<file path="src/sed_pkg.sv">
// Package for the servo enable and direction block: setting fields and constants.
// Assumes a single 50 MHz drive clock and a synchronous power-on reset.
package sed_pkg;
  // Basic function setting: lowest digit selects servo enable source
  localparam logic [3:0] SED_SON_EXTERNAL   = 4'h0;
  localparam logic [3:0] SED_SON_AUTOMATIC  = 4'h1;
  localparam logic [3:0] SED_DIGIT_RESET    = 4'h0;
  localparam int         SED_DIGIT0_LSB     = 0;
  localparam int         SED_DIGIT_WIDTH    = 4;
  // Direction digit position within the basic function setting
  localparam int         SED_DIR_LSB        = 4;
  localparam logic       SED_DIR_RESET      = 1'b0;
  // Default servo enable terminal number
  localparam int         SED_SON_TERM_RESET = 0;
  // Motor excitation state machine
  typedef enum logic [1:0] {
    SED_OFF  = 2'b00,
    SED_RUN  = 2'b01
  } sed_state_type;
endpackage

</file>
<file path="src/sed_servo_enable.sv">
// Servo enable selection, terminal routing and rotation direction reversal.
// Assumes inputs synchronous to i_clk; settings are latched at reset release only.
// Terminal inputs are active low levels; terminals that are not selected are ignored.
// Automatic enable mode excites the motor right after ready, with no host consent.
`timescale 1ns/10ps

// Summary of operation
// - While the selected enable terminal is low and servo ready is asserted the motor is powered and references pass.
// - In external mode, while the selected enable terminal is high motor power is off and references are blocked.
// - Setting digit 0 equal to 0 makes the block honour the external enable terminal.
// - Setting digit 0 equal to 1 ignores the terminal and excites once servo ready is asserted.
// - The enable selection setting is captured only at power-up, later changes are ignored.
// - A terminal number setting chooses which physical input carries the enable function.
// - A direction setting reverses the commanded rotation inside the drive.
// - Encoder pulse output and analog monitor polarity are never altered by the direction.
// - With the default direction a forward reference gives counterclockwise rotation.
module sed_servo_enable
  import sed_pkg::*;
#(
  parameter int N_TERM = 8
) (
  input  wire logic                       i_clk,
  input  wire logic                       i_srst,
  input  wire logic [15:0]                i_basic_function_select,
  input  wire logic [$clog2(N_TERM)-1:0]  i_son_term_sel,
  input  wire logic [N_TERM-1:0]          i_term_n,
  input  wire logic                       i_servo_ready,
  input  wire logic                       i_ref_fwd,
  input  wire logic                       i_ref_valid,
  input  wire logic                       i_enc_a,
  input  wire logic                       i_enc_b,
  input  wire logic                       i_mon_sign,
  output logic                            o_excite,
  output logic                            o_ref_valid,
  output logic                            o_ccw,
  output logic                            o_enc_a,
  output logic                            o_enc_b,
  output logic                            o_mon_sign
);

  localparam int TW = $clog2(N_TERM);

  logic                 cfg_done_q;
  logic [3:0]           son_mode_q;
  logic                 dir_rev_q;
  logic [TW-1:0]        term_q;
  logic                 son_n_q;
  sed_state_type        state_q;
  logic                 son_active;
  logic                 run_ok;

  // True when the latched setting selects automatic enable
  function automatic logic sed_is_auto(input logic [3:0] mode);
    return mode == SED_SON_AUTOMATIC;
  endfunction

  // Latch settings once after reset release; later changes wait for a power cycle
  always_ff @(posedge i_clk) begin
    if (i_srst) begin
      cfg_done_q <= 1'b0;
      son_mode_q <= SED_DIGIT_RESET;
      dir_rev_q  <= SED_DIR_RESET;
      term_q     <= TW'(SED_SON_TERM_RESET);
    end else if (!cfg_done_q) begin
      // Capture once so an edit cannot change behaviour while the motor turns
      cfg_done_q <= 1'b1;
      son_mode_q <= i_basic_function_select[SED_DIGIT0_LSB +: SED_DIGIT_WIDTH];
      dir_rev_q  <= i_basic_function_select[SED_DIR_LSB];
      term_q     <= i_son_term_sel;
    end
  end

  // Sample the routed enable terminal
  always_ff @(posedge i_clk) begin
    if (i_srst) begin
      son_n_q <= 1'b1;
    end else begin
      son_n_q <= i_term_n[term_q];
    end
  end

  // Enable source: external terminal or automatic once ready
  always_comb begin
    if (sed_is_auto(son_mode_q)) begin
      son_active = i_servo_ready;
    end else begin
      son_active = !son_n_q && i_servo_ready;
    end
  end

  // Excitation state
  always_ff @(posedge i_clk) begin
    if (i_srst || !cfg_done_q) begin
      state_q <= SED_OFF;
    end else begin
      // A lost enable or ready drops the run state at once, with no delay
      unique case (state_q)
        SED_OFF: begin
          if (son_active) begin
            state_q <= SED_RUN;
          end
        end
        SED_RUN: begin
          if (!son_active) begin
            state_q <= SED_OFF;
          end
        end
        default: begin
          state_q <= SED_OFF;
        end
      endcase
    end
  end

  // Motor may be powered this cycle
  assign run_ok = (state_q == SED_RUN) && son_active;

  // Motor power follows the run state and a live enable
  always_ff @(posedge i_clk) begin
    if (i_srst) begin
      o_excite <= 1'b0;
    end else begin
      o_excite <= run_ok;
    end
  end

  // References pass only while powered, so a late enable never starts motion
  always_ff @(posedge i_clk) begin
    if (i_srst) begin
      o_ref_valid <= 1'b0;
    end else begin
      o_ref_valid <= run_ok && i_ref_valid;
    end
  end

  // Direction reversal acts on the command only
  always_ff @(posedge i_clk) begin
    if (i_srst) begin
      o_ccw <= 1'b1;
    end else begin
      o_ccw <= i_ref_fwd ^ dir_rev_q;
    end
  end

  // Feedback and monitor pass through untouched by direction
  always_ff @(posedge i_clk) begin
    if (i_srst) begin
      o_enc_a    <= 1'b0;
      o_enc_b    <= 1'b0;
      o_mon_sign <= 1'b0;
    end else begin
      o_enc_a    <= i_enc_a;
      o_enc_b    <= i_enc_b;
      o_mon_sign <= i_mon_sign;
    end
  end

  // Enable source and power checks
  a_off_when_high: assert property (@(posedge i_clk) disable iff (i_srst)
    (son_mode_q == SED_SON_EXTERNAL && son_n_q) |=> !o_excite)
    else $error("excitation while enable high");
  a_on_when_low: assert property (@(posedge i_clk) disable iff (i_srst)
    (state_q == SED_RUN && son_active) |=> o_excite)
    else $error("no excitation while enabled");
  a_auto_mode: assert property (@(posedge i_clk) disable iff (i_srst)
    (cfg_done_q && son_mode_q == SED_SON_AUTOMATIC && i_servo_ready)[*3] |=> o_excite)
    else $error("auto mode did not excite");
  a_ext_mode: assert property (@(posedge i_clk) disable iff (i_srst)
    (son_mode_q == SED_SON_EXTERNAL && son_n_q) |=> (state_q == SED_OFF))
    else $error("external enable ignored");

  // Setting capture and terminal routing checks
  a_cfg_frozen: assert property (@(posedge i_clk) disable iff (i_srst)
    $past(cfg_done_q) |-> $stable(son_mode_q) && $stable(dir_rev_q))
    else $error("setting changed without power cycle");
  a_term_route: assert property (@(posedge i_clk) disable iff (i_srst)
    cfg_done_q |=> son_n_q == $past(i_term_n[term_q]))
    else $error("wrong enable terminal");

  // Direction and feedback polarity checks; the reset edge itself is not a transfer
  a_dir_map: assert property (@(posedge i_clk) disable iff (i_srst)
    !i_srst |=> o_ccw == ($past(i_ref_fwd) ^ $past(dir_rev_q)))
    else $error("direction mapping wrong");
  a_default_ccw: assert property (@(posedge i_clk) disable iff (i_srst)
    (!dir_rev_q && i_ref_fwd) |=> o_ccw)
    else $error("forward not counterclockwise");
  a_enc_pass: assert property (@(posedge i_clk) disable iff (i_srst)
    !i_srst |=> o_enc_a == $past(i_enc_a) && o_enc_b == $past(i_enc_b)
      && o_mon_sign == $past(i_mon_sign))
    else $error("feedback polarity changed");

  // Reference gating and turn-off timing checks
  a_ref_gated: assert property (@(posedge i_clk) disable iff (i_srst)
    !o_excite |-> !o_ref_valid)
    else $error("reference passed without power");
  a_fast_off: assert property (@(posedge i_clk) disable iff (i_srst)
    (son_mode_q == SED_SON_EXTERNAL && $rose(son_n_q)) |-> ##[0:1] !o_excite)
    else $error("slow excitation removal");
  a_unlatched_off: assert property (@(posedge i_clk) disable iff (i_srst)
    !cfg_done_q |=> !o_excite)
    else $error("excitation before settings captured");
  a_auto_ignore: assert property (@(posedge i_clk) disable iff (i_srst)
    (sed_is_auto(son_mode_q) && !i_servo_ready) |=> !o_excite)
    else $error("auto mode excited without ready");
  a_ref_pass: assert property (@(posedge i_clk) disable iff (i_srst)
    (run_ok && i_ref_valid) |=> o_ref_valid)
    else $error("reference blocked while powered");
  a_ref_block: assert property (@(posedge i_clk) disable iff (i_srst)
    !i_ref_valid |=> !o_ref_valid)
    else $error("reference passed without request");

  // Main scenarios reached
  c_ext_on: cover property (@(posedge i_clk) disable iff (i_srst)
    son_mode_q == SED_SON_EXTERNAL && o_excite);
  c_auto_on: cover property (@(posedge i_clk) disable iff (i_srst)
    son_mode_q == SED_SON_AUTOMATIC && o_excite);
  c_turn_off: cover property (@(posedge i_clk) disable iff (i_srst) $fell(o_excite));
  c_reversed: cover property (@(posedge i_clk) disable iff (i_srst) dir_rev_q && o_ref_valid);
  c_auto_term_high: cover property (@(posedge i_clk) disable iff (i_srst)
    sed_is_auto(son_mode_q) && son_n_q && o_excite);

endmodule

</file>
<file path="config.mk">
export PLATFORM = sky130hd
export DESIGN_NAME = sed_servo_enable
export DESIGN_NICKNAME = d
export VERILOG_FILES = /design/src/sed_pkg.sv /design/src/sed_servo_enable.sv
export SDC_FILE = /design/constraint.sdc
export NUM_CORES = 1
export LEC_CHECK = 0
export BUFFER_PORTS_ARGS = -buffer_cell sky130_fd_sc_hd__buf_2
export CORE_MARGIN = 3
export CORE_UTILIZATION = 35
export DETAILED_ROUTE_END_ITERATION = 6
export PLACE_DENSITY = 0.83
export SYNTH_ARGS = -nofsm -noshare
export SYNTH_HDL_FRONTEND = slang
export SYNTH_SLANG_ARGS = --single-unit
</file>
<file path="constraint.sdc">
create_clock -name i_clk -period 1.46 [get_ports i_clk]
set_input_delay 0.146 -clock i_clk [delete_from_list [all_inputs] [get_ports i_clk]]
set_output_delay 0.146 -clock i_clk [all_outputs]
set_load 0.01 [all_outputs]
</file>
==> flow_summary.yaml, run 1 <==
timing:
  fin_skew_ns: 0.00127
  maxSlewViolCount: 0
  finalSetupViolCount: 1
  setup_ws_ns: -0.178
  rsz0062_at_grt: "true"
  worstMarginPinSlew_ns: 0.477
  max_slew_margin_pct: 68.2
  fmax_ghz: 0.611
  min_period_over_period_pct: 112
  fin_crit_ns: 1.64
  hold_violations: 0
  tns_ns: -0.178
  hold_slack_ns: 0.0643
min_path:
  holdPathStages: 2
  whs_endpoint: "o_ref_valid"
  min_path_type: "input pin to flip-flop"
  worstHoldStart: "i_ref_valid"
synth:
  synth.most_common_cell: "dfxtp_1"
  async_reset_ff_share_pct: 0
  synth-edff-count: 0
  synth-main-ff-cell: "dfxtp_1"
  synthCells: 55
  yosysUniqueCellTypes: 17
  ys_seq_area_share_pct: 54.1
  avgSynthCellArea_um2: 11.4
  yosysTopAreaCellShare_pct: 54.1
  yosys_warnings: 0
  synth_top_area_cell: "dfxtp_1"
  synth.area.top_cells: "dfxtp_1 54%, mux2i_1 19%, nor2_1 4.8%"
  netlist_top_cells_count: "17 x dfxtp_1, 12 x mux2i_1, 8 x nor2_1"
  syn_area_um2: 629
  syn_nets: 91
  synth_seq_cells: 17
power:
  power_frac_comb_pct: 11.7
  p_sw_share_pct: 22.2
  peakVddDrop_v: 0.000493
  p_int_uw: 659
  power_density_mw_per_mm2: 1030
  cellLeakagePower_nw: 0.412
  netSwitchingPower_uw: 188
  p_clk_share_pct: 28.4
  seq_power_share_pct: 60.0
finish:
  syn2layout_area_growth_pct: 30.6
  layout-drive-gt1-share_pct: 41.9
  n_antenna_cell: 0
  fill_cells: 151
  nets: 123
  stdcell_area_um2: 822
detailed_routing:
  wl_per_cell_um: 9.82
  drtAntennaViolNets: 0
  vias: 471
  drt_wl_total_um: 1080
  drt_iter0_markers: 3
  routed_via_density: 4.28
  drc: 0
  first_pass_iters: 3
clock_network:
  cts_tree: "yes"
  clk_pin_slew_ns: 0.09
  cts_buffer_depth: 2
  htree_levels: 1
  clkLatencyLatePin_ns: 0.28
  cts_made_buffers: 3
  clkSinkCount: 17
  cts_setup_buffers: 0
  clock-root-buffer: "clkbuf_4"
floorplanning:
  initial_core_util_pct: 39.5
  die_w_um: 48.4
  ios: 41
  rows: 14
  dieArea_mm2: 0.00234
  dieHeight_um: 48.4
  coreArea_mm2: 0.00159
setup_path:
  r2r_end: "state_q[0]"
  critPathCaptureType: "flip-flop"
  critical_path_required_ns: 1.64
  critPathKind: "flip-flop to flip-flop"
  critPathMaxFanout: 2
  worst-r2r-setup-slack_ns: -0.18
  timing.rr.start: "son_mode_q[2]"
  start_kind: "flip-flop"
  r2r_cells: 5
  cp-startpoint: "son_mode_q[2]"
  cp.arrival_ns: 1.82
grt:
  antenna_found_initial: 0
  track_usage_pct: 10.2
  grt_pass1_wl_um: 1810
  grt_max_degree: 14
  overflow: 0
  grt_pass1_vias: 447
job:
  drv_cap: 0
placed_design:
  io_buffers: 29
  placed_area_um2: 792
  gp_congestion: 0.694
outcome:
  run_status: "finished with violations"
  violations: "negative setup slack"
[cells by family after synthesis]
logic type	count (synthesis)	share of synthesized area (%)
simple gates	17	13.5
flops	17	54.1
mux	13	22.7
buf+inv	4	3.78
xor+xnor	2	2.78
compound gates	1	1.19
fa+ha+maj	1	1.99
[routing by layer]
| metal | GRT usage [%] | wire length (µm) |
|---|---|---|
| met5 | 0 | 0 |
| met4 | 7.11 | 4 |
| met1 | 10.6 | 473 |
| met2 | 15.8 | 504 |
| met3 | 5.21 | 98 |
[final cells by class]
class / instances / area (µm²) / area share (%)
Clock buffer: 4 / 26.3 / 3.20
Inverter: 1 / 3.75 / 0.457
Multi-Input combinational cell: 34 / 268 / 32.6
Sequential cell: 17 / 342 / 41.6
Tap cell: 24 / 30.0 / 3.65
Timing Repair Buffer: 30 / 153 / 18.6
[worst max-delay path by stage]
| stage | end | cells past startpoint | slack, ns |
|---|---|---|---|
| floorplan | state_q[0] | 5 | -0.1 |
| global placement | state_q[0] | 5 | -0.14 |
| detailed placement | state_q[0] | 5 | -0.16 |
| CTS | state_q[0] | 5 | -0.18 |
| global route | state_q[0] | 5 | -0.25 |
| finish | state_q[0] | 5 | -0.18 |
[through the flow]
stage          worst slack, ns  cells  util, %  power (mW)
5_1_grt                 -0.247    110     51.6       0.897
2_1_floorplan          -0.0959     55        -       0.576
4_1_cts                 -0.181    110     51.3       0.860
3_5_place_dp            -0.158    106     49.7       0.619
3_3_place_gp            -0.144    106     49.7       0.616
6_report                -0.178    110     51.6       0.847
[power by group through the flow]
stage | Sequential, mW | Clock (mW) | Combinational (mW)
finish | 0.508 | 0.240 | 0.0990
global route | 0.513 | 0.273 | 0.112
CTS | 0.508 | 0.251 | 0.100
detailed placement | 0.520 | 0 | 0.0996
global placement | 0.518 | 0 | 0.0978
floorplan | 0.513 | 0 | 0.0631
[critical path: stages, from the launching register on]
cell	delay, ns
dfxtp_2	0.33
or4b_1	0.53
a21boi_1	0.15
ha_1	0.25
xor2_1	0.14
and3_1	0.15
[cells in the final DEF (no fill, tap or decap), types with 2 or more instances in the layout]
| cell type | count |
|---|---|
| buf_2 | 29 |
| nor2_1 | 8 |
| mux2i_1 | 12 |
| nand2_1 | 2 |
| dfxtp_1 | 16 |
| nor2b_1 | 3 |
| clkbuf_4 | 3 |
[flip-flops by register name (all words and copies together), names as in the netlist]
signal,flops
cfg_done_q,1
dir_rev_q,1
o_ccw,1
o_enc_a,1
o_enc_b,1
o_excite,1
o_mon_sign,1
o_ref_valid,1
son_mode_q,4
son_n_q,1
state_q,1
term_q,3
[what timing repair did]
| action | CTS | global route |
|---|---|---|
| resized for setup | 0 | 2 |
| endpoints found under the setup margin | 2 | 2 |
| hold buffers | 0 | 0 |
| endpoints found under the hold margin | 0 | 0 |
(Power assumes the default switching activity.)
==> inputs of run 2 (changes only) <==
--- a/config.mk
+++ b/config.mk
@@ -10,6 +10,7 @@
 export CORE_UTILIZATION = 35
 export DETAILED_ROUTE_END_ITERATION = 6
 export PLACE_DENSITY = 0.83
+export SETUP_SLACK_MARGIN = 0.3
 export SYNTH_ARGS = -nofsm -noshare
 export SYNTH_HDL_FRONTEND = slang
 export SYNTH_SLANG_ARGS = --single-unit
==> flow_summary.yaml, run 2 (synthesized netlist as in run 1, its figures left out) <==
setup_path:
  r2r_cells: 5
  critical_path_required_ns: 1.64
  critPathSlowestCell: "or4b_1"
  worst_path_dominant_cell_family: "simple AND/OR/NAND/NOR gates"
  path_depth: 5
  cp-startpoint: "son_mode_q[2]"
  cp_cell_sequence: "or4b_1 > a21boi_1 > ha_1 > xor2_1 > and3_1"
  timing.rr.start: "son_mode_q[2]"
  critPathKind: "flip-flop to flip-flop"
  cp_slowest_stage_delay_ns: 0.53
  critPathCaptureType: "flip-flop"
  critPathMaxFanout: 2
  cp.arrival_ns: 1.82
  start_kind: "flip-flop"
  path_buf_inv: 0
outcome:
  violations: "negative setup slack"
  run_status: "finished with violations"
clock_network:
  cts_made_buffers: 3
  clkLatencyLatePin_ns: 0.28
  cts_buffer_depth: 2
  clkSinkCount: 17
  htree_levels: 1
  clk_pin_slew_ns: 0.09
  cts_setup_buffers: 0
  cts_tree: "yes"
  clock-root-buffer: "clkbuf_4"
timing:
  hold_violations: 0
  tns_ns: -0.178
  finalSetupViolCount: 1
  fin_skew_ns: 0.00126
  worstMarginPinSlew_ns: 0.477
  fin_crit_ns: 1.64
  fmax_ghz: 0.611
  maxSlewViolCount: 0
  min_period_over_period_pct: 112
  rsz0062_at_grt: "true"
  setup_ws_ns: -0.178
  max_slew_margin_pct: 68.2
grt:
  track_usage_pct: 10.2
  antenna_found_initial: 0
  grt_pass1_wl_um: 1810
  grt_max_degree: 14
  overflow: 0
  grt_pass1_vias: 447
finish:
  layout-drive-gt1-share_pct: 43.0
  n_antenna_cell: 0
  largest_register_ffs: 4
  final_core_util_pct: 51.6
  fill_cells: 150
  layout_commonest_cell: "buf_2"
  layoutNonFillerInstCount: 110
  nets: 123
  reg_top3: "son_mode_q x4, term_q x3"
  syn2layout_area_growth_pct: 30.8
  regMostFlops: "son_mode_q"
  mostFrequentLayoutCells: "29 x buf_2, 15 x dfxtp_1, 12 x mux2i_1, 8 x nor2_1"
detailed_routing:
  drt_iter0_markers: 3
  drt_wl_total_um: 1080
  drc: 0
  vias: 471
  routed_via_density: 4.28
  drtAntennaViolNets: 0
  wl_per_cell_um: 9.83
  first_pass_iters: 3
power:
  seq_power_share_pct: 60.0
  p_clk_share_pct: 28.3
  p_sw_share_pct: 22.2
  netSwitchingPower_uw: 188
  cellLeakagePower_nw: 0.412
  p_total_uw: 848
  peakVddDrop_v: 0.000504
  power_frac_comb_pct: 11.7
  power_density_mw_per_mm2: 1030
  p_int_uw: 659
floorplanning:
  dieHeight_um: 48.4
  dieArea_mm2: 0.00234
  initial_core_util_pct: 39.5
  die_w_um: 48.4
  rows: 14
  coreArea_mm2: 0.00159
  ios: 41
min_path:
  worstHoldStart: "i_ref_valid"
  holdPathStages: 2
  min_path_type: "input pin to flip-flop"
placed_design:
  dp.cells: 106
  io_buffers: 29
  post-place-ws_ns: -0.158
  gp_congestion: 0.694
job:
  drv_cap: 0
[run 2: layout make-up]
cell class / instances / area [µm²] / share of cell area, %
timing repair buffer: 30 / 153 / 18.5
tap: 24 / 30.0 / 3.65
inverter: 1 / 3.75 / 0.456
sequential: 17 / 343 / 41.6
clock buffer: 4 / 26.3 / 3.19
multi-input combinational: 34 / 268 / 32.5
[run 2: power by group through the flow]
stage / clock, mW / sequential, mW / combinational [mW]
floorplan: 0 / 0.513 / 0.0631
global placement: 0 / 0.518 / 0.0978
detailed placement: 0 / 0.520 / 0.0996
CTS: 0.251 / 0.509 / 0.100
global route: 0.273 / 0.513 / 0.112
finish: 0.240 / 0.509 / 0.0990
[run 2: worst paths after layout]
kind                                      end  slack (ns)
worst max-delay path               state_q[0]       -0.18
worst min-delay path              o_ref_valid        0.06
worst max register to register     state_q[0]       -0.18
worst min register to register  son_mode_q[2]        0.49
[run 2: routing by layer]
metal,vias up,track usage [%],routed length [µm]
met5,-,0,0
met4,0,7.11,4
met3,2,5.21,98
met2,19,15.8,504
met1,204,10.6,474
li1,246,-,-
[run 2: repair_timing]
action                                  4_1_cts  5_1_grt
endpoints found under the setup margin        4        3
gates resized for setup                       1        2
hold buffers                                  0        0
[run 2: stage by stage]
step           instance area (µm²)  hold WS [ns]
6_report                       823        0.0643
3_3_place_gp                   792         0.352
3_5_place_dp                   792         0.359
4_1_cts                        820        0.0568
5_1_grt                        823        0.0431
2_1_floorplan                  629         0.218
